File: src/logic/sbi_map.svh
// register offsets, field positions, reset values and timing counts
`ifndef SBI_MAP_SVH
`define SBI_MAP_SVH

// register indices on the local port
`define SBI_CTRL_OFS 2'h0
`define SBI_DATA_OFS 2'h1
`define SBI_CFG_OFS 2'h2

// control/status write fields
`define SBI_CTL_CLR_TXA 7
`define SBI_CTL_IGNORE 6
`define SBI_CTL_CLR_RDY 5
`define SBI_CTL_CLR_ARB 4
`define SBI_CTL_CLR_SSEEN 3
`define SBI_CTL_CLR_PSEEN 2
`define SBI_CTL_SEND_RS 1
`define SBI_CTL_SEND_SP 0

// data port and config fields
`define SBI_DAT_BIT 7
`define SBI_CFG_SLV_EN 7
`define SBI_CFG_MREQ 6
`define SBI_CFG_TRUN 4

// reset values
`define SBI_RST_BYTE 8'h00
`define SBI_RST_BIT 1'b0

// timing: figures in their own units, the minimum count derived from the clock, the timeout count given directly
`define SBI_CLK_NS 100
`define SBI_MIN_NS 4700
`define SBI_MIN_CYC ((`SBI_MIN_NS + `SBI_CLK_NS - 1) / `SBI_CLK_NS)
`define SBI_TIMEOUT_CYC 1020
`define SBI_RESP_US 765
`define SBI_CNT_W 10

`endif

File: src/logic/sbi_pkg.sv
// types shared by the single-bit serial interface
package sbi_pkg;

   // gray along idle, start, low, high; repeated start and stop branch off
   typedef enum logic [2:0]
   {
      SBI_M_IDLE = 3'h0,
      SBI_M_START = 3'h1,
      SBI_M_LOW = 3'h3,
      SBI_M_HIGH = 3'h2,
      SBI_M_RSTART = 3'h6,
      SBI_M_STOP = 3'h7
   } sbi_mstate_e;

   typedef logic [7:0] sbi_byte_t;

endpackage

File: src/logic/sbi_sync.sv
// two-flop synchroniser for the bus pins
`timescale 1ns/1ps
module sbi_sync
#(
   parameter int WIDTH = 2
)(
   input wire logic sys_clk_i,
   input wire logic rst_i,
   input wire logic [WIDTH-1:0] d_i,
   output logic [WIDTH-1:0] q_o
);
   logic [WIDTH-1:0] meta_q;
   logic [WIDTH-1:0] meta_d;
   logic [WIDTH-1:0] sync_q;
   logic [WIDTH-1:0] sync_d;

   // released bus idles high
   always_comb
   begin
      meta_d = d_i;
      sync_d = meta_q;
   end

   always_ff @(posedge sys_clk_i or posedge rst_i)
   begin
      if (rst_i)
      begin
         meta_q <= '1;
         sync_q <= '1;
      end
      else
      begin
         meta_q <= meta_d;
         sync_q <= sync_d;
      end
   end

   assign q_o = sync_q;
endmodule

File: src/logic/sbi_timer.sv
// saturating cycle counter used for minimum times and the bus watchdog
`timescale 1ns/1ps
module sbi_timer
#(
   parameter int CNT_W = 10,
   parameter logic [CNT_W-1:0] LIMIT = 10'h0001
)(
   input wire logic sys_clk_i,
   input wire logic rst_i,
   input wire logic restart_i,
   input wire logic run_i,
   output logic done_o
);
   logic [CNT_W-1:0] count_q;
   logic [CNT_W-1:0] count_d;

   always_comb
   begin
      count_d = count_q;
      if (restart_i)
         count_d = '0;
      else if (run_i && count_q != LIMIT)
         count_d = count_q + 1'b1;
   end

   always_ff @(posedge sys_clk_i or posedge rst_i)
   begin
      if (rst_i)
         count_q <= '0;
      else
         count_q <= count_d;
   end

   // combinational so a restart hides the old done in the next cycle
   assign done_o = (count_q == LIMIT);
endmodule

File: src/logic/sbi_top.sv
// single-bit two-wire bus interface with flags, stretching and arbitration
//
// Summary of operation
// - Any arb-lost, start or stop flag keeps SCL low after bit-ready clears.
// - Arb-lost sets only with transmit active; it clears transmit active.
// - Sent one or repeated start but SDA low at SCL rise flags arb loss.
// - Sent one, foreign start before our SCL fall: arb loss plus start.
// - Master: repeated start beaten by SCL low, or stop blocked: arb loss.
// - Start sets start flag at master or busy slave, not idle slave.
// - Stop sets stop flag at master or busy slave, not idle slave.
// - Become master when requested and bus is free.
// - Drop mastership on arb loss, or on stop with request cleared.
// - Data write or repeated-start/stop command sets transmit active.
// - Data read or clear-transmit-active command clears transmit active.
// - SDA pulled low only while transmit active or in own start/repeated start; otherwise released.
// - Ignore bit deafens slave until start; that start itself stays unflagged.
// - Clear commands drop their flags; data access also clears bit-ready.
// - Any set flag stretches SCL low until firmware clears it.
// - Repeated start writes a one, then pulls SDA low after SCL high time.
// - Stop writes a zero, then releases SDA after SCL high time.
// - Data port reads last sampled SDA in bit 7; read clears ready, active.
// - Transmit bit reaches SDA only while SCL is low.
// - Attention reads one when any of the four flags is one.
// - Bit-ready sets on every SCL rise except at an idle slave.
// - SCL unchanged too long inside a frame resets the interface.
//
// Design decisions made here: the address map and the strobed register port.
`timescale 1ns/1ps
`include "sbi_map.svh"
module sbi_top
   import sbi_pkg::*;
#(
   parameter int MIN_CYC = `SBI_MIN_CYC,
   parameter int TIMEOUT_CYC = `SBI_TIMEOUT_CYC
)(
   input wire logic sys_clk_i,
   input wire logic rst_i,
   input wire logic [1:0] addr_i,
   input wire logic [7:0] wdata_i,
   input wire logic wr_i,
   input wire logic rd_i,
   output logic [7:0] rdata_o,
   input wire logic scl_i,
   output logic scl_o,
   output logic scl_oe_n_o,
   input wire logic sda_i,
   output logic sda_o,
   output logic sda_oe_n_o
);
   ////////////////////////////////////////////////////////////////////////
   logic [1:0] pins_s;
   logic scl_s;
   logic sda_s;
   logic scl_p_q;
   logic sda_p_q;
   logic min_done;
   logic wd_done;
   logic min_restart;
   logic wd_run;
   logic wd_restart;

   sbi_mstate_e state_q, state_d;
   logic master_q, master_d, busy_q, busy_d, idle_q, idle_d;
   logic bit_ready_flag_q, bit_ready_flag_d, arl_q, arl_d, str_q, str_d, stp_q, stp_d;
   logic xact_q, xact_d, tx_bit_value_q, tx_bit_value_d, sda_bit_q, sda_bit_d;
   logic send_repeated_start_cmd_q, send_repeated_start_cmd_d, send_stop_cmd_q, send_stop_cmd_d, rx_q, rx_d;
   logic slv_en_q, slv_en_d, mreq_q, mreq_d, trun_q, trun_d;
   logic scl_pull_q, scl_pull_d, sda_pull_q, sda_pull_d;
   sbi_byte_t rdata_q, rdata_d;

   logic scl_rise, scl_fall, start_det, stop_det, own_start, own_stop;
   logic enabled, idle_slave, any_flag, arl_set, bit_ready_flag_set;
   logic ctrl_wr, data_wr, data_rd, cfg_wr;

   sbi_sync #(.WIDTH(2)) u_sync
   (
      .sys_clk_i(sys_clk_i),
      .rst_i(rst_i),
      .d_i({scl_i, sda_i}),
      .q_o(pins_s)
   );

   assign scl_s = pins_s[1];
   assign sda_s = pins_s[0];

   sbi_timer #(.CNT_W(`SBI_CNT_W), .LIMIT(`SBI_CNT_W'(MIN_CYC))) u_min
   (
      .sys_clk_i(sys_clk_i),
      .rst_i(rst_i),
      .restart_i(min_restart),
      .run_i(1'b1),
      .done_o(min_done)
   );

   sbi_timer #(.CNT_W(`SBI_CNT_W), .LIMIT(`SBI_CNT_W'(TIMEOUT_CYC))) u_wd
   (
      .sys_clk_i(sys_clk_i),
      .rst_i(rst_i),
      .restart_i(wd_restart),
      .run_i(wd_run),
      .done_o(wd_done)
   );

   ////////////////////////////////////////////////////////////////////////
   // bus events and decode
   assign scl_rise = scl_s && !scl_p_q;
   assign scl_fall = !scl_s && scl_p_q;
   assign start_det = scl_s && scl_p_q && sda_p_q && !sda_s;
   assign stop_det = scl_s && scl_p_q && !sda_p_q && sda_s;
   assign own_start = state_q == SBI_M_START || state_q == SBI_M_RSTART;
   assign own_stop = state_q == SBI_M_STOP;
   assign enabled = slv_en_q || mreq_q;
   assign idle_slave = !master_q && (idle_q || !slv_en_q);
   assign any_flag = bit_ready_flag_q || arl_q || str_q || stp_q;
   assign ctrl_wr = wr_i && addr_i == `SBI_CTRL_OFS;
   assign data_wr = wr_i && addr_i == `SBI_DATA_OFS;
   assign data_rd = rd_i && addr_i == `SBI_DATA_OFS;
   assign cfg_wr = wr_i && addr_i == `SBI_CFG_OFS;
   assign min_restart = (scl_s != scl_p_q) || (state_d != state_q);
   // watchdog counts only inside a frame
   assign wd_run = busy_q && trun_q && enabled;
   assign wd_restart = !wd_run || (scl_s != scl_p_q) || start_det || stop_det;

   ////////////////////////////////////////////////////////////////////////
   always_comb
   begin
      state_d = state_q;
      master_d = master_q;
      busy_d = busy_q;
      idle_d = idle_q;
      bit_ready_flag_d = bit_ready_flag_q;
      arl_d = arl_q;
      str_d = str_q;
      stp_d = stp_q;
      xact_d = xact_q;
      tx_bit_value_d = tx_bit_value_q;
      send_repeated_start_cmd_d = send_repeated_start_cmd_q;
      send_stop_cmd_d = send_stop_cmd_q;
      rx_d = scl_rise ? sda_s : rx_q;
      slv_en_d = slv_en_q;
      mreq_d = mreq_q;
      trun_d = trun_q;
      arl_set = 1'b0;
      bit_ready_flag_set = 1'b0;

      // software side: clears and commands first, so hardware sets win
      if (cfg_wr)
      begin
         slv_en_d = wdata_i[`SBI_CFG_SLV_EN];
         mreq_d = wdata_i[`SBI_CFG_MREQ];
         trun_d = wdata_i[`SBI_CFG_TRUN];
      end
      if (ctrl_wr)
      begin
         if (wdata_i[`SBI_CTL_CLR_TXA])
            xact_d = 1'b0;
         if (wdata_i[`SBI_CTL_IGNORE])
            idle_d = 1'b1;
         if (wdata_i[`SBI_CTL_CLR_RDY])
            bit_ready_flag_d = 1'b0;
         if (wdata_i[`SBI_CTL_CLR_ARB])
            arl_d = 1'b0;
         if (wdata_i[`SBI_CTL_CLR_SSEEN])
            str_d = 1'b0;
         if (wdata_i[`SBI_CTL_CLR_PSEEN])
            stp_d = 1'b0;
         if (wdata_i[`SBI_CTL_SEND_RS])
         begin
            xact_d = 1'b1;
            tx_bit_value_d = 1'b1;
            send_repeated_start_cmd_d = 1'b1;
         end
         else if (wdata_i[`SBI_CTL_SEND_SP])
         begin
            xact_d = 1'b1;
            tx_bit_value_d = 1'b0;
            send_stop_cmd_d = 1'b1;
         end
      end
      if (data_wr)
      begin
         tx_bit_value_d = wdata_i[`SBI_DAT_BIT];
         xact_d = 1'b1;
         bit_ready_flag_d = 1'b0;
      end
      if (data_rd)
      begin
         xact_d = 1'b0;
         bit_ready_flag_d = 1'b0;
      end

      // frame tracking
      if (start_det)
      begin
         busy_d = 1'b1;
         idle_d = 1'b0;
      end
      if (stop_det)
         busy_d = 1'b0;

      if (enabled)
      begin
         if (scl_rise && !idle_slave)
            bit_ready_flag_set = 1'b1;
         if (start_det && !own_start && !idle_slave)
            str_d = 1'b1;
         if (stop_det && !own_stop && !idle_slave)
            stp_d = 1'b1;
         // foreign zero or start under our one or repeated start
         if (scl_rise && xact_q && sda_bit_q && !sda_s)
            arl_set = 1'b1;
         if (start_det && !own_start && xact_q && sda_bit_q)
            arl_set = 1'b1;
      end

      // master sequencer
      unique case (state_q)
         SBI_M_IDLE:
            if (enabled && mreq_q && !busy_q && scl_s && sda_s)
            begin
               master_d = 1'b1;
               state_d = SBI_M_START;
            end
         SBI_M_START:
            if (min_done)
            begin
               state_d = SBI_M_LOW;
               bit_ready_flag_set = 1'b1;
            end
         SBI_M_LOW:
            if (min_done && !any_flag)
               state_d = SBI_M_HIGH;
         SBI_M_HIGH:
            if (scl_fall)
            begin
               if (send_repeated_start_cmd_q)
                  arl_set = 1'b1;
               else
                  state_d = SBI_M_LOW;
            end
            else if (scl_s && min_done)
            begin
               if (send_repeated_start_cmd_q)
                  state_d = SBI_M_RSTART;
               else if (send_stop_cmd_q)
                  state_d = SBI_M_STOP;
               else
                  state_d = SBI_M_LOW;
            end
         SBI_M_RSTART:
            if (scl_fall)
               arl_set = 1'b1;
            else if (min_done)
            begin
               send_repeated_start_cmd_d = 1'b0;
               bit_ready_flag_set = 1'b1;
               state_d = SBI_M_LOW;
            end
         SBI_M_STOP:
            if (min_done)
            begin
               if (!sda_s)
                  arl_set = 1'b1;
               else
               begin
                  send_stop_cmd_d = 1'b0;
                  xact_d = 1'b0;
                  // a standing request chains straight into a new start
                  if (mreq_q)
                     state_d = SBI_M_START;
                  else
                  begin
                     master_d = 1'b0;
                     state_d = SBI_M_IDLE;
                  end
               end
            end
         default:
            state_d = SBI_M_IDLE;
      endcase

      if (bit_ready_flag_set)
         bit_ready_flag_d = 1'b1;
      if (arl_set && xact_q)
      begin
         arl_d = 1'b1;
         xact_d = 1'b0;
         master_d = 1'b0;
         send_repeated_start_cmd_d = 1'b0;
         send_stop_cmd_d = 1'b0;
         state_d = SBI_M_IDLE;
      end

      // hung bus: interface reset, SCL released
      if (wd_done)
      begin
         state_d = SBI_M_IDLE;
         {master_d, busy_d, idle_d, xact_d, send_repeated_start_cmd_d, send_stop_cmd_d} = '0;
         {bit_ready_flag_d, arl_d, str_d, stp_d, slv_en_d, mreq_d} = '0;
      end

      // bit moves only in SCL low; an idle transmitter counts as released,
      // so activating it while SCL is high cannot pull a stale zero
      sda_bit_d = scl_s ? sda_bit_q : (tx_bit_value_d || !xact_d);
      scl_pull_d = state_d == SBI_M_LOW ||
         (!scl_s && enabled && (bit_ready_flag_d || arl_d || str_d || stp_d));
      unique case (state_d)
         SBI_M_START, SBI_M_RSTART:
            sda_pull_d = 1'b1;
         SBI_M_STOP:
            sda_pull_d = 1'b0;
         default:
            sda_pull_d = xact_d && !sda_bit_d;
      endcase
   end

   always_ff @(posedge sys_clk_i or posedge rst_i)
   begin
      if (rst_i)
      begin
         state_q <= SBI_M_IDLE;
         {master_q, busy_q, idle_q, bit_ready_flag_q, arl_q} <= '0;
         {str_q, stp_q, xact_q, send_repeated_start_cmd_q, send_stop_cmd_q} <= '0;
         {slv_en_q, mreq_q, trun_q, scl_pull_q, sda_pull_q} <= '0;
         tx_bit_value_q <= `SBI_RST_BIT;
         sda_bit_q <= `SBI_RST_BIT;
         rx_q <= `SBI_RST_BIT;
         scl_p_q <= 1'b1;
         sda_p_q <= 1'b1;
      end
      else
      begin
         state_q <= state_d;
         master_q <= master_d;
         busy_q <= busy_d;
         idle_q <= idle_d;
         bit_ready_flag_q <= bit_ready_flag_d;
         arl_q <= arl_d;
         str_q <= str_d;
         stp_q <= stp_d;
         xact_q <= xact_d;
         send_repeated_start_cmd_q <= send_repeated_start_cmd_d;
         send_stop_cmd_q <= send_stop_cmd_d;
         slv_en_q <= slv_en_d;
         mreq_q <= mreq_d;
         trun_q <= trun_d;
         scl_pull_q <= scl_pull_d;
         sda_pull_q <= sda_pull_d;
         tx_bit_value_q <= tx_bit_value_d;
         sda_bit_q <= sda_bit_d;
         rx_q <= rx_d;
         scl_p_q <= scl_s;
         sda_p_q <= sda_s;
      end
   end

   ////////////////////////////////////////////////////////////////////////
   // read port: answer one cycle after the strobe, zero elsewhere
   always_comb
   begin
      rdata_d = `SBI_RST_BYTE;
      if (rd_i)
      begin
         unique case (addr_i)
            `SBI_CTRL_OFS:
               rdata_d = {rx_q, any_flag, bit_ready_flag_q, arl_q,
                  str_q, stp_q, master_q, 1'b0};
            `SBI_DATA_OFS:
               rdata_d = {rx_q, 7'h00};
            `SBI_CFG_OFS:
               rdata_d = {slv_en_q, mreq_q, 1'b0, trun_q, 4'h0};
            default:
               rdata_d = `SBI_RST_BYTE;
         endcase
      end
   end

   always_ff @(posedge sys_clk_i or posedge rst_i)
   begin
      if (rst_i)
         rdata_q <= `SBI_RST_BYTE;
      else
         rdata_q <= rdata_d;
   end

   // open-drain pins: drive level is always zero, enable low means pulling
   assign rdata_o = rdata_q;
   assign scl_o = 1'b0;
   assign sda_o = 1'b0;
   assign scl_oe_n_o = !scl_pull_q;
   assign sda_oe_n_o = !sda_pull_q;
endmodule
File: config.mk
export PLATFORM = sky130hd
export DESIGN_NAME = sbi_top
export DESIGN_NICKNAME = d
export VERILOG_FILES = /design/src/logic/sbi_pkg.sv /design/src/logic/sbi_sync.sv /design/src/logic/sbi_timer.sv /design/src/logic/sbi_top.sv
export VERILOG_INCLUDE_DIRS = /design/src /design/src/logic
export SDC_FILE = /design/constraint.sdc
export NUM_CORES = 1
export LEC_CHECK = 0
export ABC_AREA = 1
export BUFFER_PORTS_ARGS = -buffer_cell sky130_fd_sc_hd__buf_2
export CAP_MARGIN = 20
export CORE_MARGIN = 2
export CORE_UTILIZATION = 35
export CTS_CLUSTER_SIZE = 8
export DETAILED_ROUTE_END_ITERATION = 10
export PLACE_DENSITY_LB_ADDON = 0.12
export REMOVE_ABC_BUFFERS = 1
export SLEW_MARGIN = 10
export SYNTH_ARGS = -nofsm -noshare
export SYNTH_HDL_FRONTEND = slang
export SYNTH_SLANG_ARGS = --single-unit
File: constraint.sdc
create_clock -name sys_clk_i -period 2.3 [get_ports sys_clk_i]
set_input_delay 0.46 -clock sys_clk_i [delete_from_list [all_inputs] [get_ports sys_clk_i]]
set_output_delay 0.46 -clock sys_clk_i [all_outputs]
set_load 0.005 [all_outputs]
Yosys cells after proc, flatten, opt, wreduce, memory -nomap -nowiden
Index checks and enable logic that the tools add are counted.
{"block": "word_totals", "wordCells": 232, "mem_bits_rw": 0, "reg_bits": 55, "latch_bits": 0, "input_bits": 16, "rom_bits": 0, "n_memories": 0, "out_inout_bits": 12}
{"block": "classes", "reduce_logical": 78, "n_lt_le_gt_ge": 0, "n_eq_ne": 21, "shifts": 0, "div": 0, "muxes": 105, "add_sub_neg": 2, "bitwise": 0, "multipliers": 0}
{"cell": "1-bit two-way mux", "n": 81}
{"cell": "10-bit two-way mux", "n": 4}
{"cell": "3-bit two-way mux", "n": 13}
{"cell": "1-bit logical AND", "n": 35}
{"cell": "8-bit case mux with 3 select lines", "n": 1}
{"cell": "10-bit by 1-bit adder with 10-bit output (second input constant)", "n": 2}
{"cell": "3-bit case mux with 6 select lines", "n": 1}
{"cell": "1-bit logical NOT", "n": 16}
{"cell": "1-bit logical OR", "n": 15}
{"cell": "3-bit == test (second input constant)", "n": 4}
{"cell": "10-bit == test (second input constant)", "n": 1}
{"cell": "10-bit by 6-bit == test with 1-bit output (second input constant)", "n": 1}
{"cell": "10-bit inequality test (second input constant)", "n": 1}
{"cell": "10-bit by 6-bit inequality test with 1-bit output (second input constant)", "n": 1}
{"cell": "3-bit by 2-bit == test with 1-bit output (second input constant)", "n": 3}
{"cell": "3-bit nonzero test", "n": 3}
{"cell": "8-bit two-way mux", "n": 1}
{"cell": "4-bit by 2-bit inequality test with 1-bit output (second input constant)", "n": 2}
{"cell": "3-bit by 1-bit == test with 1-bit output (second input constant)", "n": 2}
{"cell": "1-bit case mux with 2 select lines", "n": 3}
{"cell": "2-bit nonzero test", "n": 3}
{"cell": "5-bit AND reduction", "n": 1}
{"cell": "4-bit by 1-bit inequality test with 1-bit output (second input constant)", "n": 1}
{"cell": "4-bit by 3-bit inequality test with 1-bit output (second input constant)", "n": 1}
{"cell": "other kinds (10)", "n": 10}

Depth between registers and ports, before layout
{"block": "depth", "depth_word": 20, "depth_mapped": 17, "depth_no_buf": 16}

Hierarchy
A second synthesis with hierarchy kept.
{"block": "unflattened", "hier_cells": 436, "hier_area_um2": 3264.4}
{"module": "sbi_top", "instances": 1, "cells_each": 246, "seq_area_each_um2": 753.2, "area_per_inst_um2": 1803.0}
{"module": "sbi_timer at u_wd", "instances": 1, "cells_each": 87, "seq_area_each_um2": 250.2, "area_per_inst_um2": 680.7}
{"module": "sbi_timer at u_min", "instances": 1, "cells_each": 98, "seq_area_each_um2": 250.2, "area_per_inst_um2": 671.9}
{"module": "sbi_sync", "instances": 1, "cells_each": 5, "seq_area_each_um2": 105.1, "area_per_inst_um2": 108.9}

Least setup slack after synthesis
No wires, ideal clock.
{"block": "synth_timing", "path_kind": "flip-flop to flip-flop", "from": "register u_sync.sync_q[1], in the netlist u_sync.q_o[1]", "to": "register u_min.count_q[0]", "path_buffers": 0, "path_slack_ns": 0.391, "synth_period_minus_slack_ns": 1.909, "stages_incl_launch_ff": 14, "t_required_ns": 2.219, "t_arrival_ns": 1.828, "setup_ns": 0.081, "cell_sequence": "dfstp_2 ha_1 nand2_1 nor2_1 nand3_1 nand2_1 nand2_1 nand3_2 nand2_4 nand2_4 nor2_4 nand3_1 nand2_4 nor3_2"}
{"block": "synth_via", "elab_chain_cells": 17, "word_cells_on_any_way": 37, "classes_between": "2 x eq/ne; 17 x mux; 18 x reduce/logical"}
{"item": "start, declared", "line": "sbi_sync.sv:14", "text": "logic [WIDTH-1:0] sync_q;"}
{"item": "start signal, assigned", "line": "sbi_sync.sv:34", "text": "sync_q <= sync_d;"}
{"item": "1-bit logical AND (3 in a row)", "line": "sbi_top.sv:108", "text": "assign start_det = scl_s && scl_p_q && sda_p_q && !sda_s;"}
{"item": "1-bit logical AND (3 in a row)", "line": "sbi_top.sv:212", "text": "if (start_det && !own_start && xact_q && sda_bit_q)"}
{"item": "1-bit two-way mux", "line": "sbi_top.sv:212"}
{"item": "1-bit two-way mux", "line": "sbi_top.sv:201", "text": "if (enabled)"}
{"item": "1-bit two-way mux (on tied branches)", "line": "sbi_top.sv:262, sbi_top.sv:236"}
{"item": "1-bit two-way mux (on tied branches)", "line": "sbi_top.sv:260, sbi_top.sv:234"}
{"item": "1-bit case mux with 3 select lines", "line": "sbi_top.sv:217", "text": "unique case (state_q)"}
{"item": "1-bit logical AND", "line": "sbi_top.sv:284", "text": "if (arl_set && xact_q)"}
{"item": "3-bit two-way mux", "line": "sbi_top.sv:284"}
{"item": "3-bit two-way mux", "line": "sbi_top.sv:295", "text": "if (wd_done)"}
{"item": "3-bit inequality test", "line": "sbi_top.sv:119", "text": "assign min_restart = (scl_s != scl_p_q) || (state_d != state_q);"}
{"item": "1-bit logical OR (*)", "line": "sbi_top.sv:119"}
{"item": "10-bit two-way mux or 2-bit nonzero test (tied branches)"}
{"item": "end signal, assigned", "line": "sbi_timer.sv:31", "text": "count_q <= count_d;"}
{"item": "end, declared", "line": "sbi_timer.sv:14", "text": "logic [CNT_W-1:0] count_q;"}
Every way passes the cells marked *; elsewhere a longest branch is shown, timed or not.
A chain may end at the register's enable or synchronous reset.

Worst setup path in the final report
{"block": "layout_timing", "from": "register u_sync.sync_q[1], in the netlist u_sync.q_o[1]", "to": "register u_min.count_q[6]"}
The elaborated chain is that of the path after synthesis.

==> flow_metrics.tcl <==
set metrics [dict create \
    period_needed_ns 2.13 \
    syn2layout_area_growth_pct 14.8 \
    skew_ns 0.00958 \
    worstPathArrival_ns 2.36 \
    timing.critical_path.max_delay_family "simple AND/OR/NAND/NOR gates" \
    cts_tree "built" \
    core_mm2 0.00822 \
    grt_antenna_before_repair 0 \
    maxSlewHeadroom 0.652 \
    slowest_stage "dfstp_2" \
    hold_viol 0 \
    grt_max_degree 25 \
    drt_iter0_markers 140 \
    crit_path_max_fanout 10 \
    port_buffers 24 \
    num_rows 33 \
    nets 422 \
    clock-sinks 54 \
    holdCritPathClass "in2async" \
    worstPathCellList "ha_1 -> nand2_1 -> nor2_4 -> nand3_1 -> nand2_1 -> nand2_1 -> nand3_2 -> nand2_4 -> nand2_4 -> nor2_4 -> nand3_1 -> nand2_4 -> nor3_2" \
    synth.avg_cell_area_um2 8.32 \
    firstDrtPassIters 4 \
    placed_cells 495 \
    critPathBufInv 0 \
    clkSlewWorstSetupHoldPaths_ns 0.10 \
    synth_ff_type "dfrtp_1" \
    clockBufferDepth 2 \
    hpwl_mm 5.03 \
    ys_ff_latch 54 \
    drc 0 \
    yosysWarnings 0 \
    yosys.area.top_type_share 0.404 \
    critPathMaxStageDelay_ns 0.60 \
    leakage_nw 1.69 \
    ctsRootBufferMaster "clkbuf_8" \
    die_y_um 96.1 \
    instances_no_fill 506 \
    ys_seq_area_frac 0.457 \
    cp-end-kind "register" \
    clock.fmax_ghz 0.469 \
    synth-async-reset-ratio 1.00 \
    grt_remaining_overflow 0 \
    reg2reg_slack_ns 0.17 \
    drt-total-wl_mm 6.63 \
    rsz0062_at_grt "no" \
    cap_violations 0 \
    status "finished clean" \
    htreeDepth 2 \
    io_pins 28 \
    vias 2438 \
    grt_pass1_wl_mm 11.1 \
    critical_path_class "reg2reg" \
    grt_usage 0.156 \
    initial_core_util 0.362 \
    gp_congestion 0.862 \
    drive_gt1_frac 0.232 \
    syn_inst 357 \
    numCtsBuffers 5 \
    die_w_um 96.1 \
    ys_types 37 \
    netlist_top_cells_area "dfrtp_1 (40%), nand2_1 (8.0%), inv_1 (7.2%)" \
    crit_path_start_kind "register" \
    vias_per_cell 4.82 \
    yosysTopAreaCell "dfrtp_1" \
    antenna_cells 0 \
    drv_slew 0 \
    avgRoutedWirePerCell_um 13.1 \
    synth_area_mm2 0.00297 \
    grt_pass1_vias 2339 \
    tns_ns 0 \
    ant_nets 0 \
    clock_insertion_delay_worst_skew_ns 0.31 \
    final_common_cell "nand2_1" \
    irDropWorstVdd_mv 0.251 \
    synth-edff-count 0 \
    tightest_slew_ns 0.522 \
    power.total_mw 2.36 \
    final_cell_mix "nand2_1 (63), inv_1 (56), dfrtp_1 (48)" \
    cp_data_required_time_ns 2.53 \
    finalSetupViolations 0 \
    dieArea_mm2 0.00924 \
    pwr_density_cell_mw_per_mm2 692 \
    timing.final.crit_share 0.926 \
]
-- registers in the layout, summed over array words and instances (netlist names), 2 cells and up --
register,flops
rdata_o,7
state_q,3
u_min.count_q,10
u_sync.meta_q,2
u_sync.q_o,2
u_wd.count_q,10
-- final cells by class --
| class | instances | area, um^2 |
|---|---|---|
| inverters | 62 | 233 |
| repair buffers | 39 | 245 |
| clock inverters | 2 | 13.8 |
| well taps | 105 | 131 |
| fillers | 857 | 4810 |
| multi-input cells | 238 | 1360 |
| flip-flops and latches | 54 | 1360 |
| clock buffers | 6 | 72.6 |
-- cells by family after synthesis --
group,after synthesis,synth area share
AOI/OAI and AO/OA,43,0.0838
xor gates and xnor gates,7,0.0206
adders and majority gates,6,0.0253
buffers and inverters,67,0.0914
DFF,54,0.457
muxes,3,0.0110
other,1,0.00126
and+or+nand+nor,176,0.309
-- per-stage QoR --
step           utilization  hold WS (ns)  setup slack [ns]  instance area, um^2
2_1_floorplan            -         0.345             0.391                 2940
3_3_place_gp         0.401         0.348            0.0667                 3290
3_5_place_dp         0.401         0.347            0.0782                 3290
4_1_cts              0.411         0.191           0.00395                 3380
5_1_grt              0.415         0.204           0.00431                 3410
6_report             0.415         0.177             0.170                 3410
-- synthesized netlist by cell type, types with 2 or more instances --
| cell | n |
|---|---|
| nor3_1 | 15 |
| nand2_4 | 3 |
| dfstp_2 | 6 |
| ha_1 | 6 |
| o21ai_0 | 19 |
| nand3_2 | 6 |
| nor3_2 | 10 |
| nor2_1 | 31 |
| a211oi_1 | 2 |
| buf_4 | 3 |
| a21oi_1 | 11 |
| nor2_4 | 4 |
| nor4_1 | 2 |
| mux2_2 | 2 |
| o21ai_1 | 4 |
| nand4_1 | 6 |
| nand2_1 | 63 |
| nand2_2 | 6 |
| nand3_1 | 28 |
| xor2_1 | 6 |
| inv_2 | 5 |
| dfrtp_1 | 48 |
| inv_1 | 57 |
-- metal layers --
| metal | routed length, um | vias to the layer above | GRT usage | part of all wire |
|---|---|---|---|---|
| met5 | 0 | - | 0 | 0 |
| met4 | 102 | 0 | 0.0548 | 0.015 |
| met3 | 325 | 7 | 0.0266 | 0.049 |
| met2 | 3030 | 60 | 0.250 | 0.46 |
| met1 | 3170 | 1143 | 0.213 | 0.48 |
| li1 | - | 1228 | - | - |
-- power by group --
part / switching [mW] / internal (mW)
registers: 0.0987 / 1.09
logic: 0.410 / 0.232
clock network: 0.317 / 0.216
-- timing repair --
action,CTS,global route
resized for setup,0,2
setup endpoints to repair,0,13
buffers inserted,0,3
hold endpoints to repair,0,0
hold buffers,0,0
-- worst paths after layout --
kind / from / to / cells past startpoint
worst max-delay path: u_sync.q_o[1]$_DFF_PP1_ / u_min.count_q[6]$_DFFE_PP0P_ / 13
worst min-delay path: rst_i / stp_q$_DFF_PP0_ / 2
worst max register to register: u_sync.q_o[1]$_DFF_PP1_ / u_min.count_q[6]$_DFFE_PP0P_ / 13
worst min register to register: u_sync.meta_q[1]$_DFF_PP1_ / u_sync.q_o[1]$_DFF_PP1_ / 0
max in group asynchronous: rst_i / u_sync.meta_q[1]$_DFF_PP1_ / 3
min in group sys_clk_i: sda_i / u_sync.meta_q[0]$_DFF_PP1_ / 1
(Power assumes the default switching activity.)
